File: config.mk
export PLATFORM = sky130hd
export DESIGN_NAME = cgl_gpio_lines
export DESIGN_NICKNAME = d
export VERILOG_FILES = /design/src/rtl/cgl_pkg.sv /design/src/rtl/cgl_line_filter.sv /design/src/rtl/cgl_gpio_lines.sv
export SDC_FILE = /design/constraint.sdc
export NUM_CORES = 2
export LEC_CHECK = 0
export BUFFER_PORTS_ARGS = -buffer_cell sky130_fd_sc_hd__buf_2
export CELL_PAD_IN_SITES_DETAIL_PLACEMENT = 0
export CELL_PAD_IN_SITES_GLOBAL_PLACEMENT = 1
export CORE_UTILIZATION = 51
export DETAILED_ROUTE_END_ITERATION = 6
export PLACE_DENSITY = 0.83
export REMOVE_ABC_BUFFERS = 1
export SLEW_MARGIN = 20
export SYNTH_ARGS = -nofsm -noshare
export SYNTH_HDL_FRONTEND = slang
export SYNTH_SLANG_ARGS = --single-unit
File: constraint.sdc
create_clock -name clock -period 16.7 [get_ports clock]
set_input_delay 2.505 -clock clock [delete_from_list [all_inputs] [get_ports clock]]
set_output_delay 2.505 -clock clock [all_outputs]
set_load 0.01 [all_outputs]
File: src/rtl/cgl_pkg.sv
// Package for the camera GPIO line control block
package cgl_pkg;
  localparam int LINE_COUNT = 4;
  localparam int USER_OUT_COUNT = 4;
  localparam int CLK_MHZ = 125;
  localparam int CYCLES_PER_US = CLK_MHZ;
  localparam int WIDTH_US_BITS = 16;
  localparam int COUNT_BITS = 24;
  // Register word indexes times four give byte addresses
  localparam logic [7:0] OFF_LINE_INDEX = 8'h00;
  localparam logic [7:0] OFF_LINE_MODE = 8'h04;
  localparam logic [7:0] OFF_AUX_RAIL = 8'h08;
  localparam logic [7:0] OFF_INVERT = 8'h0C;
  localparam logic [7:0] OFF_LEVEL = 8'h10;
  localparam logic [7:0] OFF_ALL_LEVELS = 8'h14;
  localparam logic [7:0] OFF_FILTER_CHOICE = 8'h18;
  localparam logic [7:0] OFF_FILTER_WIDTH = 8'h1C;
  localparam logic [7:0] OFF_SOURCE = 8'h20;
  localparam logic [7:0] OFF_DRIVER_KIND = 8'h24;
  localparam logic [7:0] OFF_SOFT_INDEX = 8'h28;
  localparam logic [7:0] OFF_SOFT_LEVEL = 8'h2C;
  localparam logic [7:0] OFF_SOFT_VECTOR = 8'h30;
  localparam logic [31:0] UNMAPPED_READ = 32'h0000_0000;
  // Filter choice selects which width register is addressed
  localparam logic FILTER_DEGLITCH = 1'b0;
  localparam logic FILTER_DEBOUNCE = 1'b1;
  // Driver kinds
  localparam logic [1:0] KIND_TRI_STATE = 2'h0;
  localparam logic [1:0] KIND_OPTO = 2'h1;
  localparam logic [1:0] KIND_OPEN_DRAIN = 2'h2;
  // Output source codes
  localparam logic [3:0] SRC_LINE0 = 4'h0;
  localparam logic [3:0] SRC_USER0 = 4'h4;
  localparam logic [3:0] SRC_COUNTER0 = 4'h8;
  localparam logic [3:0] SRC_COUNTER1 = 4'h9;
  localparam logic [3:0] SRC_LOGIC0 = 4'hA;
  localparam logic [3:0] SRC_LOGIC1 = 4'hB;
  localparam logic [3:0] SRC_EXPOSURE = 4'hC;
  localparam logic [3:0] SRC_TRIG_READY = 4'hD;
  localparam logic [3:0] SRC_LAST = 4'hD;
  typedef struct packed {
    logic output_mode;
    logic invert;
    logic aux_rail;
    logic [WIDTH_US_BITS-1:0] deglitch_us;
    logic [WIDTH_US_BITS-1:0] debounce_us;
    logic [3:0] source;
  } cgl_line_cfg_type;
  localparam cgl_line_cfg_type LINE_CFG_RESET = '0;
  typedef struct packed {
    logic [1:0] counter_active;
    logic [1:0] logic_block;
    logic exposure_active;
    logic trigger_ready;
  } cgl_internal_type;
endpackage : cgl_pkg

File: src/rtl/cgl_line_filter.sv
// Per-line deglitch followed by debounce input filter
`timescale 1ns/1ns
`default_nettype none
module cgl_line_filter #(
  parameter int COUNT_BITS = cgl_pkg::COUNT_BITS
) (
  input wire logic clock,
  input wire logic rst,
  input wire logic raw_in,
  input wire logic [COUNT_BITS-1:0] deglitch_cycles,
  input wire logic [COUNT_BITS-1:0] debounce_cycles,
  output logic filtered
);
  logic glitch_reg, glitch_next;
  logic [COUNT_BITS-1:0] gcount_reg, gcount_next;
  logic bounce_reg, bounce_next;
  logic [COUNT_BITS-1:0] bcount_reg, bcount_next;

  always_comb
  begin
    glitch_next = glitch_reg;
    gcount_next = '0;
    // New state accepted only after holding the full width
    if (raw_in != glitch_reg)
    begin
      gcount_next = gcount_reg + 1'b1;
      if (gcount_reg + 1'b1 >= deglitch_cycles)
      begin
        glitch_next = raw_in;
        gcount_next = '0;
      end
    end
    bounce_next = bounce_reg;
    bcount_next = (bcount_reg != '0) ? bcount_reg - 1'b1 : bcount_reg;
    // Deglitch output feeds debounce; first edge passes at once
    if (bcount_reg == '0 && glitch_reg != bounce_reg)
    begin
      bounce_next = glitch_reg;
      bcount_next = debounce_cycles;
    end
  end

  always_ff @(posedge clock or posedge rst)
  begin
    if (rst)
    begin
      glitch_reg <= 1'b0;
      gcount_reg <= '0;
      bounce_reg <= 1'b0;
      bcount_reg <= '0;
    end
    else
    begin
      glitch_reg <= glitch_next;
      gcount_reg <= gcount_next;
      bounce_reg <= bounce_next;
      bcount_reg <= bcount_next;
    end
  end

  assign filtered = bounce_reg;
endmodule : cgl_line_filter
`default_nettype wire

File: src/rtl/cgl_gpio_lines.sv
// Camera GPIO line control: configuration, filtering, source selection
`timescale 1ns/1ns
`default_nettype none
module cgl_gpio_lines #(
  parameter int LINES = cgl_pkg::LINE_COUNT,
  parameter int USER_OUTS = cgl_pkg::USER_OUT_COUNT,
  parameter logic [LINES-1:0] AUX_RAIL_CAPABLE = 4'h4,
  parameter logic [2*LINES-1:0] DRIVER_KINDS = 8'h25
) (
  input wire logic clock,
  input wire logic rst,
  input wire logic [7:0] avs_address,
  input wire logic avs_read,
  input wire logic avs_write,
  input wire logic [31:0] avs_writedata,
  input wire logic [3:0] avs_byteenable,
  output logic [31:0] avs_readdata,
  output logic avs_waitrequest,
  input wire logic [LINES-1:0] pin_in,
  output logic [LINES-1:0] pin_out,
  output logic [LINES-1:0] pin_oe_n,
  output logic [LINES-1:0] aux_rail_enable,
  input wire cgl_pkg::cgl_internal_type internal_in,
  output logic [USER_OUTS-1:0] soft_out_vector
);
  typedef enum logic [1:0] {ST_IDLE, ST_DONE} cgl_bus_state_type;
  cgl_bus_state_type state_reg, state_next;
  logic [31:0] rdata_reg, rdata_next;
  logic wait_reg, wait_next;
  logic [1:0] io_line_index_reg, io_line_index_next;
  logic input_filter_choice_reg, input_filter_choice_next;
  logic [1:0] soft_out_index_reg, soft_out_index_next;
  logic [USER_OUTS-1:0] soft_reg, soft_next;
  cgl_pkg::cgl_line_cfg_type cfg_reg [LINES];
  cgl_pkg::cgl_line_cfg_type cfg_next [LINES];
  logic [LINES-1:0] in_sync_reg, filtered, level_vec;
  logic [LINES-1:0] drive_reg, drive_next, oe_n_reg, oe_n_next, rail_reg, rail_next;
  logic [LINES-1:0] all_pin_levels;
  logic [LINES-1:0] src_value;
  cgl_pkg::cgl_line_cfg_type sel_cfg;
  logic [1:0] sel;
  logic wr, rd;

  assign sel = io_line_index_reg;
  assign sel_cfg = cfg_reg[sel];
  assign wr = avs_write && state_reg == ST_DONE && avs_byteenable[0];
  assign rd = avs_read && state_reg == ST_IDLE;

  // Per-line filter and source mux
  genvar g;
  generate
    for (g = 0; g < LINES; g++)
    begin : gen_line
      logic [cgl_pkg::COUNT_BITS-1:0] dg_cyc, db_cyc;
      logic raw;
      // Widths in microseconds scaled to clock cycles
      assign dg_cyc = cgl_pkg::COUNT_BITS'(cfg_reg[g].deglitch_us * cgl_pkg::CYCLES_PER_US);
      assign db_cyc = cgl_pkg::COUNT_BITS'(cfg_reg[g].debounce_us * cgl_pkg::CYCLES_PER_US);
      assign raw = in_sync_reg[g] ^ cfg_reg[g].invert;
      cgl_line_filter #(
        .COUNT_BITS(cgl_pkg::COUNT_BITS)
      ) u_filter (
        .clock(clock),
        .rst(rst),
        .raw_in(raw),
        .deglitch_cycles(dg_cyc),
        .debounce_cycles(db_cyc),
        .filtered(filtered[g])
      );
      // Output lines report their source value before inversion, input lines the filtered pin
      assign level_vec[g] = cfg_reg[g].output_mode ? src_value[g] : filtered[g];
      always_comb
      begin
        src_value[g] = 1'b0;
        if (cfg_reg[g].source < cgl_pkg::SRC_USER0)
          src_value[g] = filtered[cfg_reg[g].source[1:0]];
        else if (cfg_reg[g].source < cgl_pkg::SRC_COUNTER0)
          src_value[g] = soft_reg[cfg_reg[g].source[1:0]];
        else if (cfg_reg[g].source == cgl_pkg::SRC_COUNTER0)
          src_value[g] = internal_in.counter_active[0];
        else if (cfg_reg[g].source == cgl_pkg::SRC_COUNTER1)
          src_value[g] = internal_in.counter_active[1];
        else if (cfg_reg[g].source == cgl_pkg::SRC_LOGIC0)
          src_value[g] = internal_in.logic_block[0];
        else if (cfg_reg[g].source == cgl_pkg::SRC_LOGIC1)
          src_value[g] = internal_in.logic_block[1];
        else if (cfg_reg[g].source == cgl_pkg::SRC_EXPOSURE)
          src_value[g] = internal_in.exposure_active;
        else if (cfg_reg[g].source == cgl_pkg::SRC_TRIG_READY)
          src_value[g] = internal_in.trigger_ready;
      end
      always_comb
      begin
        // Open drain: drive low only, release otherwise
        drive_next[g] = 1'b0;
        oe_n_next[g] = ~(cfg_reg[g].output_mode && !(src_value[g] ^ cfg_reg[g].invert));
        rail_next[g] = cfg_reg[g].aux_rail && AUX_RAIL_CAPABLE[g];
      end
    end
  endgenerate

  // Single snapshot so all bits come from the same cycle
  assign all_pin_levels = level_vec;

  // Register writes land at the edge that completes the handshake
  always_comb
  begin
    io_line_index_next = io_line_index_reg;
    input_filter_choice_next = input_filter_choice_reg;
    soft_out_index_next = soft_out_index_reg;
    soft_next = soft_reg;
    for (int i = 0; i < LINES; i++)
      cfg_next[i] = cfg_reg[i];
    if (wr)
    begin
      if (avs_address == cgl_pkg::OFF_LINE_INDEX)
        io_line_index_next = avs_writedata[1:0];
      else if (avs_address == cgl_pkg::OFF_LINE_MODE)
        cfg_next[sel].output_mode = avs_writedata[0];
      else if (avs_address == cgl_pkg::OFF_AUX_RAIL)
        cfg_next[sel].aux_rail = avs_writedata[0] && AUX_RAIL_CAPABLE[sel];
      else if (avs_address == cgl_pkg::OFF_INVERT)
        cfg_next[sel].invert = avs_writedata[0];
      else if (avs_address == cgl_pkg::OFF_FILTER_CHOICE)
        input_filter_choice_next = avs_writedata[0];
      else if (avs_address == cgl_pkg::OFF_FILTER_WIDTH && avs_byteenable[1])
      begin
        if (input_filter_choice_reg == cgl_pkg::FILTER_DEBOUNCE)
          cfg_next[sel].debounce_us = avs_writedata[15:0];
        else
          cfg_next[sel].deglitch_us = avs_writedata[15:0];
      end
      else if (avs_address == cgl_pkg::OFF_SOURCE && avs_writedata[3:0] <= cgl_pkg::SRC_LAST)
        cfg_next[sel].source = avs_writedata[3:0];
      else if (avs_address == cgl_pkg::OFF_SOFT_INDEX)
        soft_out_index_next = avs_writedata[1:0];
      else if (avs_address == cgl_pkg::OFF_SOFT_LEVEL)
        soft_next[soft_out_index_reg] = avs_writedata[0];
      else if (avs_address == cgl_pkg::OFF_SOFT_VECTOR)
        soft_next = avs_writedata[USER_OUTS-1:0];
    end
  end

  // One access per two cycles: taken when idle, answered from the done state
  always_comb
  begin
    state_next = state_reg;
    rdata_next = rdata_reg;
    if (state_reg == ST_DONE)
      state_next = ST_IDLE;
    else if (avs_read || avs_write)
      state_next = ST_DONE;
    // Registered so the bus sees waitrequest straight from a flop
    wait_next = (state_next != ST_DONE);
    if (rd)
    begin
      rdata_next = cgl_pkg::UNMAPPED_READ;
      if (avs_address == cgl_pkg::OFF_LINE_INDEX)
        rdata_next[1:0] = io_line_index_reg;
      else if (avs_address == cgl_pkg::OFF_LINE_MODE)
        rdata_next[0] = sel_cfg.output_mode;
      else if (avs_address == cgl_pkg::OFF_AUX_RAIL)
        rdata_next[0] = sel_cfg.aux_rail;
      else if (avs_address == cgl_pkg::OFF_INVERT)
        rdata_next[0] = sel_cfg.invert;
      else if (avs_address == cgl_pkg::OFF_LEVEL)
        rdata_next[0] = level_vec[sel];
      else if (avs_address == cgl_pkg::OFF_ALL_LEVELS)
        rdata_next[LINES-1:0] = all_pin_levels;
      else if (avs_address == cgl_pkg::OFF_FILTER_CHOICE)
        rdata_next[0] = input_filter_choice_reg;
      else if (avs_address == cgl_pkg::OFF_FILTER_WIDTH)
        rdata_next[15:0] = input_filter_choice_reg ? sel_cfg.debounce_us : sel_cfg.deglitch_us;
      else if (avs_address == cgl_pkg::OFF_SOURCE)
        rdata_next[3:0] = sel_cfg.source;
      else if (avs_address == cgl_pkg::OFF_DRIVER_KIND)
        rdata_next[1:0] = DRIVER_KINDS[2*sel +: 2];
      else if (avs_address == cgl_pkg::OFF_SOFT_INDEX)
        rdata_next[1:0] = soft_out_index_reg;
      else if (avs_address == cgl_pkg::OFF_SOFT_LEVEL)
        rdata_next[0] = soft_reg[soft_out_index_reg];
      else if (avs_address == cgl_pkg::OFF_SOFT_VECTOR)
        rdata_next[USER_OUTS-1:0] = soft_reg;
    end
  end

  always_ff @(posedge clock or posedge rst)
  begin
    if (rst)
    begin
      state_reg <= ST_IDLE;
      wait_reg <= 1'b1;
      rdata_reg <= '0;
    end
    else
    begin
      state_reg <= state_next;
      wait_reg <= wait_next;
      rdata_reg <= rdata_next;
    end
  end

  always_ff @(posedge clock or posedge rst)
  begin
    if (rst)
    begin
      io_line_index_reg <= '0;
      input_filter_choice_reg <= cgl_pkg::FILTER_DEGLITCH;
      soft_out_index_reg <= '0;
      soft_reg <= '0;
      for (int i = 0; i < LINES; i++)
        cfg_reg[i] <= cgl_pkg::LINE_CFG_RESET;
    end
    else
    begin
      io_line_index_reg <= io_line_index_next;
      input_filter_choice_reg <= input_filter_choice_next;
      soft_out_index_reg <= soft_out_index_next;
      soft_reg <= soft_next;
      for (int i = 0; i < LINES; i++)
        cfg_reg[i] <= cfg_next[i];
    end
  end

  // Pins come out of reset released; open drain never drives high
  always_ff @(posedge clock or posedge rst)
  begin
    if (rst)
    begin
      in_sync_reg <= '0;
      drive_reg <= '0;
      oe_n_reg <= '1;
      rail_reg <= '0;
    end
    else
    begin
      in_sync_reg <= pin_in;
      drive_reg <= drive_next;
      oe_n_reg <= oe_n_next;
      rail_reg <= rail_next;
    end
  end

  // Waitrequest drops in the cycle after the request is seen
  assign avs_waitrequest = wait_reg;
  assign avs_readdata = rdata_reg;
  assign pin_out = drive_reg;
  assign pin_oe_n = oe_n_reg;
  assign aux_rail_enable = rail_reg;
  assign soft_out_vector = soft_reg;
endmodule : cgl_gpio_lines
`default_nettype wire

* Word-level counts from Yosys, hierarchy flattened
Index checks and enable logic that the tools add are counted.
** Storage, ports and cells
- Flip-flop bits (word level) :: 393
- Input bits :: 58
** Cells by class
- Add/subtract/negate cells :: 8
- $mul :: 8
- Order comparisons :: 22
- Equal/unequal tests :: 47
- Shift-type cells :: 1
- Muxes and demuxes :: 167
- Bitwise gates (word level) :: 21
- Reductions and logical operators :: 46
** Operators by type and width (number)
- $mux 156 :: 7
- $bwmux 156 :: 6
- $demux 39 s2 :: 6
- $mux 24 :: 16
- $mul 16x7->23 const B :: 8
- $mux 39 :: 3
- $mux 4 :: 28
- $add 24x1->24 const B :: 4
- $eq 4x4->1 const B :: 24
- $ge 24x23->1 :: 4
- $logic_not 24->1 :: 4
- $reduce_bool 24->1 :: 4
- $sub 24x1->24 const B :: 4
- $bmux 39 s2 :: 1
- $mux 15 :: 5
- $mux 1 :: 54
- $eq 8x6->1 const B :: 5
- $mux 3 :: 13
- $mux 38 :: 1
- $mux 37 :: 1
- $mux 36 :: 1
- $eq 8x5->1 const B :: 4
- $mux 12 :: 2
- $bmux 1 s2 :: 11
- 35 further kinds :: 104

* Longest topological paths before layout
- Depth after elaboration :: 47
- Mapped depth :: 27
- Depth with buffers taken out :: 26

* Modules after synthesis
Synthesis repeated with hierarchy kept, for this count alone.
** Unflattened totals
- Cell total of the unflattened synthesis :: 4539
- Area total of the unflattened synthesis :: 43668.1 sq um
** Modules (own cells, without submodules)
- cgl_gpio_lines :: instances 1, cells an instance 3132, area an instance 30520.5 sq um, seq. area each 4835.9 sq um
- cgl_line_filter (gen_line[0].u_filter ...) :: instances 3, cells an instance 353, area an instance 3263.1 sq um, seq. area each 1251.2 sq um
- cgl_line_filter (gen_line[3].u_filter) :: instances 1, cells an instance 348, area an instance 3358.2 sq um, seq. area each 1251.2 sq um

* Worst setup path after synthesis
OpenSTA, ideal clock, no wires.
- Path type :: flip-flop to flip-flop
- Start :: register cfg_reg[142] (netlist bit)
- End :: register gen_line[0].u_filter.gcount_reg[10]
- Data arrival time :: 5.960 ns
- Required time :: 16.626 ns
- Path slack :: 10.667 ns
- Cell stages (with the launch flop) :: 23
- Clock period less this slack :: 6.033 ns
- Cells stage by stage :: dfrtp_1 -> inv_1 -> fa_1 -> fa_1 -> fa_1 -> fa_1 -> inv_1 -> ha_1 -> or3_1 -> o211ai_1 -> a31oi_1 -> o21a_1 -> or2_2 -> ha_1 -> a21o_1 -> a21o_1 -> a21o_1 -> a21o_1 -> a221o_1 -> a211oi_1 -> o211ai_1 -> clkbuf_1 -> nor2b_1
** Between the ends
- Longest elaborated chain between the ends :: 4
** RTL lines
- start: declaration :: line cgl_gpio_lines.sv:34 : cgl_pkg::cgl_line_cfg_type cfg_reg [LINES];
- start signal: indexed assignment :: line cgl_gpio_lines.sv:212 : cfg_reg[i] <= cgl_pkg::LINE_CFG_RESET;
- start signal: indexed assignment :: line cgl_gpio_lines.sv:221 : cfg_reg[i] <= cfg_next[i];
- $mul 16x7->23 :: line cgl_gpio_lines.sv:57 : assign dg_cyc = cgl_pkg::COUNT_BITS'(cfg_reg[g].deglitch_us * cgl_pkg::CYCLES_PER_US);
- $ge 24x23->1 :: line cgl_line_filter.sv:27 : if (gcount_reg + 1'b1 >= deglitch_cycles)
- $mux 24 :: line cgl_line_filter.sv:27
- $mux 24 :: line cgl_line_filter.sv:24 : if (raw_in != glitch_reg)
- named net gen_line[0].u_filter.gcount_next[10] :: line cgl_line_filter.sv:15 : logic [COUNT_BITS-1:0] gcount_reg, gcount_next;
- end signal: assignment :: line cgl_line_filter.sv:55 : gcount_reg <= gcount_next;
- end: declaration :: line cgl_line_filter.sv:15
The timed path passes the listed nets, and every way through them passes these cells.
A chain may end at the register's enable or synchronous reset.

* Worst setup path in the final report
- Start :: register cfg_reg[98] (netlist bit)
- End :: register gen_line[1].u_filter.gcount_reg[22]
** Between the ends
- Longest elaborated chain between the ends :: 4
** RTL lines (line)
- $mul 16x7->23 :: cgl_gpio_lines.sv:57
- $ge 24x23->1 :: cgl_line_filter.sv:27
- $mux 24 :: cgl_line_filter.sv:27
- $mux 24 :: cgl_line_filter.sv:24
- named net gen_line[1].u_filter.gcount_next[22] :: cgl_line_filter.sv:15
- end signal: assignment :: cgl_line_filter.sv:55
- end: declaration :: cgl_line_filter.sv:15
The timed path passes the listed nets, and every way through them passes these cells.

==> reports/metrics.yaml <==
outcome:
  status: "completed"
layout:
  drive_gt1_frac: 0.0678
  largest_reg_flops: 156
  area_growth_pct: 7.36
  nets: 5470
worst_setup_path:
  path_class: "flip-flop to flip-flop"
  path_depth: 23
  cp_top_family: "adder cells"
  max_stage_delay_ns: 0.77
  crit_buf_inv: 3
  end_kind: "flip-flop"
  required_ns: 17.17
  crit_top_cell: "fa_1"
  r2r_cells: 23
  crit_chain: "fa_1, inv_1, fa_1, fa_1, fa_1, inv_1, ha_1, a2111oi_0, o211ai_1, a21oi_1, o21ai_0, nand2_1, xor2_1, ha_1, o21a_1, o21ai_0, nor4_1, o21ai_0, nand2b_1, a211oi_1, o211ai_1, buf_4, nor2b_1"
  cp-start-kind: "flip-flop"
  worstPathMaxFanout: 12
  worst_path_max_delay_cell: "o211ai_1"
  crit_arrival_ns: 7.69
floorplanning:
  core_mm2: 0.0825
  start_util: 0.518
  die_w_um: 291
  num_rows: 105
  ios: 107
  die-area_mm2: 0.0849
  die_h_um: 291
drt:
  drcViolationCount: 0
  drtPass1Iterations: 6
  drtAntennaViolNets: 0
  wl_um: 99200
  wire_per_inst_um: 17.8
  first_iter_violations: 1589
  vias_per_cell: 5.52
  vias: 30784
placement:
  hpwl_um: 80100
  place_congestion: 0.871
  portBuffers: 65
clock_tree:
  tritoncts: "built"
  clock_path_buffers: 3
  path_clk_slew_ns: 0.06
  cts_setup_buffers: 0
  htreeDepth: 2
  cts_hold_buf: 0
  numCtsBuffers: 49
  clock_latency_ns: 0.62
  cts_resized: 0
  cts_num_sinks: 393
  cts_root_buf: "clkbuf_16"
power:
  p_per_area_mw_per_mm2: 55.9
  ir_drop_mv: 0.0824
  power.leakage_nw: 22.8
  power_mw: 2.56
timing:
  max_freq_mhz: 139
  tightest_slew_ns: 1.01
  maxSlewViolCount: 0
  setup_tns_ns: 0
  final_hold_viol_count: 0
  max_slew_margin: 0.325
  period_share: 0.432
  finalSetupViolations: 0
  fin_skew_ns: 0.0361
  rsz0062_at_grt: "no"
  fin_crit_ns: 7.22
global_routing:
  grt-ovfl-total: 0
  met3_usage: 0.0437
  first_global_vias: 31624
  gr-usage-met1: 0.327
  antenna_found_initial: 11
  met2_usage: 0.394
  grt_first_pass_wirelength_um: 166000
  grt_max_degree: 143
  top_usage_layer: "met2"
  track_usage: 0.243
logic_synthesis:
  syn_inst: 4414
  ys.flop_type: "dfrtp_1"
  synth_top_area_cell: "dfrtp_1"
  syn_area_per_cell_um2: 9.67
  synth.area.top_cells: "dfrtp_1 (23%), fa_1 (20%), ha_1 (15%)"
  yosys_warnings: 0
  syn-cell-area_mm2: 0.0427
  async_flop_share: 1.00
  seq_area_frac_synth: 0.230
  synth_edf_count: 0
  synth.top_cell.area_share: 0.227
  ys_ff_latch: 393
  yosysUniqueCellTypes: 86
job:
  cap_viol_max_count: 0
min_path:
  worstHoldPathType: "flip-flop to flip-flop"
  whs_path_depth: 0
stage by stage:
stage | hold WS (ns) | instance area (um^2) | setup slack [ns] | utilization | std cells
final | 0.482 | 45800 | 9.48 | 0.556 | 5577
after global routing | 0.496 | 45800 | 8.92 | 0.555 | 5570
after CTS | 0.489 | 45800 | 9.43 | 0.555 | 5570
after detailed placement | 0.467 | 44100 | 9.54 | 0.534 | 5479
after global placement | 0.467 | 44100 | 9.58 | 0.534 | 5479
after floorplan | 0.365 | 42300 | 3.28 | - | 4326
layer usage:
metal | wire (um) | part of all wire
met4 | 3360 | 0.034
met1 | 44000 | 0.44
met2 | 46100 | 0.47
met3 | 5640 | 0.057
met5 | 54 | 0.00054
kinds of logic (layout without fill, tap and decap cells):
family	count (synthesis)	in the layout	share of synthesized area
adders and majority gates	952	952	0.355
AOI/OAI and AO/OA	741	741	0.106
and+or+nand+nor	1137	1137	0.132
DFF	393	393	0.230
muxes	123	123	0.0455
xor gates and xnor gates	298	298	0.0611
buffers and inverters	769	829	0.0701
other	1	34	0.0000878
worst reg2reg max path, stage by stage (launching register included):
cell,delay (ns)
dfrtp_1,0.55
fa_1,0.64
inv_1,0.07
fa_1,0.56
fa_1,0.44
fa_1,0.49
inv_1,0.04
ha_1,0.32
a2111oi_0,0.69
o211ai_1,0.20
a21oi_1,0.35
o21ai_0,0.19
nand2_1,0.12
xor2_1,0.08
ha_1,0.28
o21a_1,0.11
o21ai_0,0.11
nor4_1,0.37
o21ai_0,0.14
nand2b_1,0.09
a211oi_1,0.07
o211ai_1,0.77
buf_4,0.33
nor2b_1,0.07
cells in the mapped netlist (69+ instances only):
master / n
nand3_1: 80
inv_1: 654
nand2_1: 395
fa_1: 432
o21ai_0: 259
clkbuf_1: 69
xor2_1: 133
nor2b_1: 91
ha_1: 520
a21oi_1: 179
nor2_1: 200
xnor2_1: 165
nor3_1: 91
dfrtp_1: 388
final timing paths:
| kind | startpoint | to | slack [ns] |
|---|---|---|---|
| max reg2reg | cfg_reg[98] | gen_line[1].u_filter.gcount_reg[22] | 9.48 |
| min in group asynchronous | rst | cfg_reg[120] | 1.97 |
| min | cfg_reg[75] | aux_rail_enable[2] | 0.48 |
| max in group asynchronous | rst | gen_line[3].u_filter.gcount_reg[3] | 12.36 |
| min reg2reg | cfg_reg[75] | aux_rail_enable[2] | 0.48 |
| max | cfg_reg[98] | gen_line[1].u_filter.gcount_reg[22] | 9.48 |
where the power goes:
| group | total, mW | internal (mW) | leakage [nW] | switching, mW |
|---|---|---|---|---|
| Sequential | 1.14 | 1.04 | 5.29 | 0.0992 |
| Clock | 1.13 | 0.675 | 0.835 | 0.451 |
| Combinational | 0.295 | 0.129 | 16.7 | 0.166 |
| Total | 2.56 | 1.84 | 22.8 | 0.716 |
cell type report:
type,count,area (um^2)
clock buffer,71,1470
multi-input combinational,3278,30000
antenna,7,17.5
sequential,393,9840
clock inverter,20,238
tap,1070,1340
fill,7339,36700
timing repair buffer,83,473
inverter,655,2470
cells in the final DEF, fill, tap and decap left out, drive strengths merged, types with 91 or more instances in the layout:
cell,count
xnor2,165
nor2,201
fa,432
nand2,396
nor3,94
inv,658
dfrtp,388
xor2,133
ha,520
nor2b,91
a21oi,181
o21ai,263
(Power assumes the default switching activity.)
